<file path="src/rtl/gpio_pkg.sv">
// Notes on behaviour
// Modes 1-4: low port direction reads all ones, ignores writes, pins drive A7..A0.
// Modes 1-4: high port direction fixed all ones, pins drive A15..A8.
// Modes 5-6: low port pin outputs address bit if direction 1, else input.
// Modes 5-6: high port pin outputs address bit if direction 1, else input.
// Modes 5-6: high port pins are inputs after reset until software sets direction.
// Mode 7: low port pin drives data latch if direction 1, else input.
// Mode 7: high port pin drives data latch if direction 1, else input.
// Modes 5-7: direction registers are write-only and read all ones.
// Direction registers clear on reset and hardware standby, hold in software standby.
// Software standby: output pins keep driving their pre-standby level.
// Low data read returns pin level where direction 0, latch where 1.
// Low data latch read/write, clears on reset and hardware standby, holds in software standby.
// High direction at FFC1, high data at FFC3.
// High pull-up enable at FFD8, read/write, resets to zero.
// DRAM in area 3: two lowest high-port address pins carry row/column multiplexed address.
// Modes 1-4: low port pins are dedicated outputs of address bits 7..0.
// High data read returns pin level where direction 0, latch where 1.
// Pull-up on only in modes 5-7 with pull-up 1 and direction 0; else off. Mode 0 decodes as expanded and turns it on too.
package gpio_pkg;
	localparam int unsigned PORT_W = 8;
	localparam int unsigned ADDR_W = 16;
	localparam logic [ADDR_W-1:0] LOW_DIR_ADDR = 16'hffc0;
	localparam logic [ADDR_W-1:0] HIGH_DIR_ADDR = 16'hffc1;
	localparam logic [ADDR_W-1:0] LOW_DATA_ADDR = 16'hffc2;
	localparam logic [ADDR_W-1:0] HIGH_DATA_ADDR = 16'hffc3;
	localparam logic [ADDR_W-1:0] HIGH_PULLUP_ADDR = 16'hffd8;
	// Printed offsets are byte-granular, so the APB byte address is four times the index
	localparam int unsigned ADDR_SHIFT = 2;
	localparam logic [PORT_W-1:0] REG_RESET = 8'h00;
	localparam logic [PORT_W-1:0] ALL_ONES = 8'hff;
	localparam logic [2:0] MODE_LAST_EXPANDED = 3'h4;
	localparam logic [2:0] MODE_SINGLE_CHIP = 3'h7;
	localparam logic [2:0] MODE_FIRST = 3'h1;
	localparam int unsigned DRAM_MUX_BITS = 2;
	typedef logic [PORT_W-1:0] port_t;
	typedef enum logic [2:0]
	{
		MODE_ROMLESS = 3'b001,
		MODE_EXPANDED = 3'b010,
		MODE_SINGLE = 3'b100
	} mode_class_e;
endpackage : gpio_pkg

</file>
<file path="src/rtl/port_regs_if.sv">
`timescale 1ns/1ps
interface port_regs_if;
	import gpio_pkg::*;
	port_t dir;
	port_t latch;
	port_t addr;
	port_t pin_in;
	logic addr_mode;
	logic latch_mode;
	logic hold;
	port_t pin_out;
	port_t pin_oe_n;
	port_t readback;
	modport ctrl (output dir, latch, addr, pin_in, addr_mode, latch_mode, hold, input pin_out, pin_oe_n, readback);
	modport pin (input dir, latch, addr, pin_in, addr_mode, latch_mode, hold, output pin_out, pin_oe_n, readback);
endinterface : port_regs_if

</file>
<file path="src/rtl/pin_mux.sv">
`timescale 1ns/1ps
module pin_mux
(
	input wire logic clk_sys,
	input wire logic rst_n,
	port_regs_if.pin p
);
	import gpio_pkg::*;
	port_t out_q;
	port_t out_d;
	port_t drive;
	genvar i;
	generate
		for (i = 0; i < PORT_W; i++)
		begin : g_bit
			assign out_d[i] = p.addr_mode ? p.addr[i] : p.latch[i];
			assign drive[i] = p.dir[i] & (p.addr_mode | p.latch_mode);
			assign p.readback[i] = p.dir[i] ? p.latch[i] : p.pin_in[i];
		end
	endgenerate
	// Output register freezes during software standby
	always_ff @(posedge clk_sys or negedge rst_n)
	begin
		if (!rst_n)
			out_q <= REG_RESET;
		else if (!p.hold)
			out_q <= out_d;
	end
	assign p.pin_out = out_q;
	assign p.pin_oe_n = ~drive;
endmodule : pin_mux

</file>
<file path="src/rtl/dual_address_gpio_port.sv">
// Decided for this implementation: register access over APB.
`timescale 1ns/1ps
module dual_address_gpio_port
(
	// Clock and reset
	input wire logic clk_sys,
	input wire logic rst_n,
	// Mode and power state
	input wire logic [2:0] mode_pins,
	input wire logic hw_standby,
	input wire logic sw_standby,
	input wire logic dram_area3,
	input wire logic dram_col_phase,
	// Address bus from the bus controller
	input wire gpio_pkg::port_t addr_low,
	input wire gpio_pkg::port_t addr_high,
	input wire logic [gpio_pkg::DRAM_MUX_BITS-1:0] dram_row_col,
	// APB
	input wire logic psel,
	input wire logic penable,
	input wire logic pwrite,
	input wire logic [17:0] paddr,
	input wire logic [31:0] pwdata,
	output logic [31:0] prdata,
	output logic pready,
	output logic pslverr,
	// Pins
	input wire gpio_pkg::port_t low_pin_in,
	output gpio_pkg::port_t low_pin_out,
	output gpio_pkg::port_t low_pin_oe_n,
	input wire gpio_pkg::port_t high_pin_in,
	output gpio_pkg::port_t high_pin_out,
	output gpio_pkg::port_t high_pin_oe_n,
	output gpio_pkg::port_t high_pullup_on
);
	import gpio_pkg::*;

	////////////////////////////////////////////////////////////////////////
	// Mode decode
	mode_class_e mode_class;
	logic romless;
	logic expanded;
	logic single;
	logic clear_regs;
	assign mode_class = (mode_pins >= MODE_FIRST && mode_pins <= MODE_LAST_EXPANDED) ? MODE_ROMLESS :
		(mode_pins == MODE_SINGLE_CHIP) ? MODE_SINGLE : MODE_EXPANDED;
	assign romless = (mode_class == MODE_ROMLESS);
	assign expanded = (mode_class == MODE_EXPANDED);
	assign single = (mode_class == MODE_SINGLE);
	assign clear_regs = hw_standby;

	////////////////////////////////////////////////////////////////////////
	// Pin synchronisers
	port_t low_s1_q;
	port_t low_s2_q;
	port_t high_s1_q;
	port_t high_s2_q;
	always_ff @(posedge clk_sys or negedge rst_n)
	begin
		if (!rst_n)
		begin
			low_s1_q <= REG_RESET;
			low_s2_q <= REG_RESET;
			high_s1_q <= REG_RESET;
			high_s2_q <= REG_RESET;
		end
		else
		begin
			low_s1_q <= low_pin_in;
			low_s2_q <= low_s1_q;
			high_s1_q <= high_pin_in;
			high_s2_q <= high_s1_q;
		end
	end

	////////////////////////////////////////////////////////////////////////
	// APB decode
	logic [ADDR_W-1:0] reg_index;
	logic access;
	logic wr_en;
	logic hit_low_dir;
	logic hit_high_dir;
	logic hit_low_data;
	logic hit_high_data;
	logic hit_pullup;
	logic hit_any;
	logic aligned;
	assign reg_index = paddr[ADDR_W+ADDR_SHIFT-1:ADDR_SHIFT];
	assign aligned = (paddr[ADDR_SHIFT-1:0] == '0);
	assign access = psel & penable;
	assign hit_low_dir = aligned && reg_index == LOW_DIR_ADDR;
	assign hit_high_dir = aligned && reg_index == HIGH_DIR_ADDR;
	assign hit_low_data = aligned && reg_index == LOW_DATA_ADDR;
	assign hit_high_data = aligned && reg_index == HIGH_DATA_ADDR;
	assign hit_pullup = aligned && reg_index == HIGH_PULLUP_ADDR;
	assign hit_any = hit_low_dir | hit_high_dir | hit_low_data | hit_high_data | hit_pullup;
	assign wr_en = access & pwrite & hit_any;
	assign pready = 1'b1;
	assign pslverr = access & ~hit_any;

	////////////////////////////////////////////////////////////////////////
	// Registers
	port_t low_dir_q;
	port_t high_dir_q;
	port_t low_data_q;
	port_t high_data_q;
	port_t pullup_q;
	port_t wdata;
	port_t low_dir_d;
	port_t high_dir_d;
	port_t low_data_d;
	port_t high_data_d;
	port_t pullup_d;
	logic wr_low_dir;
	logic wr_high_dir;
	logic wr_low_data;
	logic wr_high_data;
	logic wr_pullup;
	assign wdata = pwdata[PORT_W-1:0];
	// Direction writes are dropped while the port is a fixed address bus
	assign wr_low_dir = wr_en & hit_low_dir & ~romless;
	assign wr_high_dir = wr_en & hit_high_dir & ~romless;
	assign wr_low_data = wr_en & hit_low_data;
	assign wr_high_data = wr_en & hit_high_data;
	assign wr_pullup = wr_en & hit_pullup;
	// Hardware standby wins over a write in the same cycle
	assign low_dir_d = clear_regs ? REG_RESET : (wr_low_dir ? wdata : low_dir_q);
	assign high_dir_d = clear_regs ? REG_RESET : (wr_high_dir ? wdata : high_dir_q);
	assign low_data_d = clear_regs ? REG_RESET : (wr_low_data ? wdata : low_data_q);
	assign high_data_d = clear_regs ? REG_RESET : (wr_high_data ? wdata : high_data_q);
	assign pullup_d = clear_regs ? REG_RESET : (wr_pullup ? wdata : pullup_q);

	always_ff @(posedge clk_sys or negedge rst_n)
	begin
		if (!rst_n)
			low_dir_q <= REG_RESET;
		else
			low_dir_q <= low_dir_d;
	end

	always_ff @(posedge clk_sys or negedge rst_n)
	begin
		if (!rst_n)
			high_dir_q <= REG_RESET;
		else
			high_dir_q <= high_dir_d;
	end

	always_ff @(posedge clk_sys or negedge rst_n)
	begin
		if (!rst_n)
			low_data_q <= REG_RESET;
		else
			low_data_q <= low_data_d;
	end

	always_ff @(posedge clk_sys or negedge rst_n)
	begin
		if (!rst_n)
			high_data_q <= REG_RESET;
		else
			high_data_q <= high_data_d;
	end

	always_ff @(posedge clk_sys or negedge rst_n)
	begin
		if (!rst_n)
			pullup_q <= REG_RESET;
		else
			pullup_q <= pullup_d;
	end

	////////////////////////////////////////////////////////////////////////
	// Effective directions and address sources
	port_t low_dir_eff;
	port_t high_dir_eff;
	port_t high_addr_src;
	assign low_dir_eff = romless ? ALL_ONES : low_dir_q;
	assign high_dir_eff = romless ? ALL_ONES : high_dir_q;
	// DRAM row/column replaces the two lowest high-port address bits
	assign high_addr_src = dram_area3 ?
		{addr_high[PORT_W-1:DRAM_MUX_BITS], dram_row_col} : addr_high;

	////////////////////////////////////////////////////////////////////////
	// Pin muxes
	port_regs_if low_if ();
	port_regs_if high_if ();
	assign low_if.dir = low_dir_eff;
	assign low_if.latch = low_data_q;
	assign low_if.addr = addr_low;
	assign low_if.pin_in = low_s2_q;
	assign low_if.addr_mode = romless | expanded;
	assign low_if.latch_mode = single;
	assign low_if.hold = sw_standby;
	assign high_if.dir = high_dir_eff;
	assign high_if.latch = high_data_q;
	assign high_if.addr = high_addr_src;
	assign high_if.pin_in = high_s2_q;
	assign high_if.addr_mode = romless | expanded;
	assign high_if.latch_mode = single;
	assign high_if.hold = sw_standby;

	pin_mux u_low
	(
		.clk_sys(clk_sys),
		.rst_n(rst_n),
		.p(low_if.pin)
	);
	pin_mux u_high
	(
		.clk_sys(clk_sys),
		.rst_n(rst_n),
		.p(high_if.pin)
	);
	assign low_pin_out = low_if.pin_out;
	assign low_pin_oe_n = low_if.pin_oe_n;
	assign high_pin_out = high_if.pin_out;
	assign high_pin_oe_n = high_if.pin_oe_n;
	assign high_pullup_on = (romless | hw_standby) ? REG_RESET : (pullup_q & ~high_dir_q);

	////////////////////////////////////////////////////////////////////////
	// Read data
	port_t rd_byte;
	always_comb
	begin
		rd_byte = REG_RESET;
		if (hit_low_dir || hit_high_dir)
			rd_byte = ALL_ONES;
		else if (hit_low_data)
			rd_byte = low_if.readback;
		else if (hit_high_data)
			rd_byte = high_if.readback;
		else if (hit_pullup)
			rd_byte = pullup_q;
	end
	always_ff @(posedge clk_sys or negedge rst_n)
	begin
		if (!rst_n)
			prdata <= '0;
		else if (psel && !penable && !pwrite)
			prdata <= {24'h00_0000, rd_byte};
	end
endmodule : dual_address_gpio_port

</file>
<file path="config.mk">
export PLATFORM = sky130hd
export DESIGN_NAME = dual_address_gpio_port
export DESIGN_NICKNAME = d
export VERILOG_FILES = /design/src/rtl/gpio_pkg.sv /design/src/rtl/port_regs_if.sv /design/src/rtl/pin_mux.sv /design/src/rtl/dual_address_gpio_port.sv
export SDC_FILE = /design/constraint.sdc
export NUM_CORES = 1
export LEC_CHECK = 0
export BUFFER_PORTS_ARGS = -buffer_cell sky130_fd_sc_hd__buf_2
export CORE_ASPECT_RATIO = 0.5
export CORE_UTILIZATION = 35
export DETAILED_ROUTE_END_ITERATION = 16
export HOLD_SLACK_MARGIN = 0.02
export PLACE_DENSITY = 0.71
export SYNTH_ARGS = -nofsm -noshare
export SYNTH_HDL_FRONTEND = slang
export SYNTH_HIERARCHICAL = 1
export SYNTH_SLANG_ARGS = --single-unit
</file>
<file path="constraint.sdc">
create_clock -name clk_sys -period 1.44 [get_ports clk_sys]
set_input_delay 0.216 -clock clk_sys [delete_from_list [all_inputs] [get_ports clk_sys]]
set_output_delay 0.216 -clock clk_sys [all_outputs]
set_load 0.01 [all_outputs]
</file>
==> flow_summary.toml <==
[placement]
place.gp.congestion = 0.884
portBuffers = 119
placed_area_um2 = 5990
place.detailed.hpwl_mm = 11.0

[hold_path]
min_delay_path_depth = 3
min_to = "pullup_q[1]"
worstHoldStart = "pwdata[1]"
hold_path.class = "input port to flip-flop"

[clocking]
path_clk_slew_ns = 0.07
worstSkewPairLatency_ns = 0.35
htree_num_levels = 3
clkSinkCount = 96
cts_inserted_buffers = 9
cts_tree = "done"
cts-root-buf = "clkbuf_16"
clockBufferDepth = 2

[grt]
global_route_wire_length_before_repair_mm = 23.2
global_route.overflow_total = 0
grt_start_max_net_pins = 33
groute.usage.overall = 0.218
grt_pass1_vias = 4212
antenna_violations_before_repair = 0

[pwr]
powerDensity_nw_per_um2 = 951
power.static_leakage_uw = 0.00335
ir_drop_mv = 0.594

[finish]
num_antenna_cells = 0
finish.net_count = 723
final.fill_count = 1113
final_cell_area_um2 = 6990
synthToLayoutAreaGrowth_pct = 44.2
drive_above_1_share = 0.456

[synth]
flip_flop_and_latch_count_after_synthesis = 96
synth_area_um2 = 4840
netlist_top_cells_count = "dfrtp_1 (96), mux2i_1 (40), nand2_1 (35), nand2b_1 (33), o21ai_0 (32)"
number_of_warning_messages_in_the_yosys_log = 6
synth.most_common_cell = "dfrtp_1"
post_synth_inst_count = 442
synth_edf_count = 0
yosys-top-cells-area = "dfrtp_1 (50%), mux2i_1 (8.3%), nand2b_1 (4.3%)"
synth_area_leader_cell = "dfrtp_1"
sequential_cell_area_fraction_in_the_yosys_report = 0.496
yosysUniqueCellTypes = 45
netlist.area_leader.share = 0.496
syn-mean-instance-area_um2 = 11.0
asyncSetResetFlopFracSynth = 1.00
yosys_most_used_dff = "dfrtp_1"

[die]
die_span_in_y_um = 85.2
chipWidth_um = 168
initial_utilization = 0.371
num_rows = 29
core_um2 = 13100
pin_count = 170
die_area_um2 = 14300

[critical_path]
timing.critical_path.to_type = "primary output"
worst-endpoint-arrival_ns = 1.44
start_to_end_type_of_the_worst_setup_path = "flip-flop to primary output"
ff2ff_setup_slack_ns = -0.09
category_of_the_worst_setup_path_launch_point = "flip-flop"
critical_path_peak_fanout = 2
cp_data_required_time_ns = 1.22
regToRegStartpoint = "high_dir_q[0]"
timing.reg2reg.worst_path_depth = 5
worst_r2r_endpoint = "prdata[0]"

[routing]
antenna_left = 0
topRoutingLayerUsed = "met4"
via_count = 4275
wl_met3_mm = 1.38
dr.pass1.iters = 5
drt_iter0_drc = 402
viasPerCell = 5.34
drt-total-wl_mm = 15.3
remaining_drc_errors = 0
met1_length_mm = 6.56
met2_length_mm = 6.87
avgRoutedWirePerCell_um = 19.1

[timing]
worst_slew_margin_relative_to_its_limit = 0.604
period_minus_ws_final_ns = 1.66
drv_slew = 0
skew_ns = 0.00708
max_freq_ghz = 0.604
timing.final.crit_share = 1.15
fin_tns_setup_ns = -4.24
worst-slew-pin-transition_ns = 0.593
timing.final.setup_violations = 32
grt_setup_unrepaired = "yes"
post_route_setup_slack_ns = -0.215
timing_hold_violations_final = 0

[status]
violated_checks = "negative setup slack"
run_status = "finished, violations left"

[job]
cap_viol_max_count = 0
-- worst max path at each step --
| stage | from | to | slack, ns | depth (start not counted) |
|---|---|---|---|---|
| floorplan | mode_pins[0] | prdata[0] | -0.23 | 8 |
| global placement | mode_pins[0] | high_pullup_on[7] | -0.46 | 8 |
| detailed placement | mode_pins[0] | prdata[0] | -0.46 | 9 |
| CTS | mode_pins[1] | high_pullup_on[1] | -0.18 | 8 |
| global route | high_dir_q[6] | high_pullup_on[6] | -0.23 | 3 |
| finish | high_dir_q[6] | high_pullup_on[6] | -0.22 | 3 |
-- layer usage --
layer | vias up | track usage
met3 | 47 | 0.0690
met4 | 0 | 0.0893
met5 | - | 0
met2 | 236 | 0.332
li1 | 1894 | -
met1 | 2098 | 0.288
-- registers in the layout, indices dropped and copies added (netlist names) --
signal            cells
high_s1_q             8
prdata                8
high_data_q           8
high_dir_q            8
low_data_q            8
low_s1_q              8
high_if.pin_in        8
low_if.pin_in         8
low_dir_q             8
pullup_q              8
u_low/p.pin_out       8
u_high/p.pin_out      8
-- power by group --
group | internal [uW] | switching, uW
clock | 1360 | 1090
sequential | 2820 | 77.8
combinational | 676 | 620
total | 4860 | 1790
-- placed cells by master, fill, tap and decap left out, drive strengths merged, types with 7 or more instances in the layout --
master and count:
buf 186, dfrtp 96, mux2i 40, nand2 35
nand2b 33, o21ai 32, conb 25, or2 19
nand3 18, mux2 18, a21oi 17, dlygate4sd3 17
inv 12, nand4b 10, clkbuf 10, o22a 8
o2111ai 8, nor4b 8, a221oi 7, nor2 7
-- metrics by stage --
stage	utilization	power (uW)	hold slack [ns]	setup slack, ns	cells
floorplan	-	3430	-0.0796	-0.227	465
global placement	0.459	3920	0.145	-0.462	768
detailed placement	0.459	3940	0.145	-0.456	768
CTS	0.530	6630	0.146	-0.180	801
global route	0.535	6870	0.157	-0.234	801
finish	0.535	6640	0.147	-0.215	801
-- kinds of logic (layout without fill, tap and decap cells) --
| family | Yosys count | in the layout | share of synthesized area |
|---|---|---|---|
| buffers and inverters | 61 | 227 | 0.0819 |
| AOI/OAI and AO/OA | 74 | 74 | 0.0981 |
| other | 2 | 25 | 0.00155 |
| DFF | 96 | 96 | 0.496 |
| xor gates and xnor gates | 1 | 1 | 0.00181 |
| and+or+nand+nor | 150 | 150 | 0.196 |
| muxes | 58 | 58 | 0.124 |
-- layout make-up --
type                            instances  area, um^2  share of cell area
Clock buffer                           10         229              0.0328
Inverter                                9        33.8             0.00484
Multi-Input combinational cell        308        2440               0.349
Tap cell                              170         213              0.0304
Timing Repair Buffer                  203        1610               0.230
Clock inverter                          5        65.1             0.00931
Sequential cell                        96        2400               0.344
-- worst max-delay path, cell delays in order, from the launching register on --
cell and delay (ns):
dfrtp_1 0.41, buf_4 0.15, nor4b_2 0.33, buf_2 0.20
-- repair_timing --
action | CTS | global route
pin swaps | 18 | 9
setup buffers | 1 | 0
resized for setup | 83 | 15
hold buffers | 17 | 0
setup endpoints to repair | 32 | 33
cloned | 3 | 0
hold endpoints to repair | 36 | 0
Note: power is estimated with default switching activity, not from simulation.
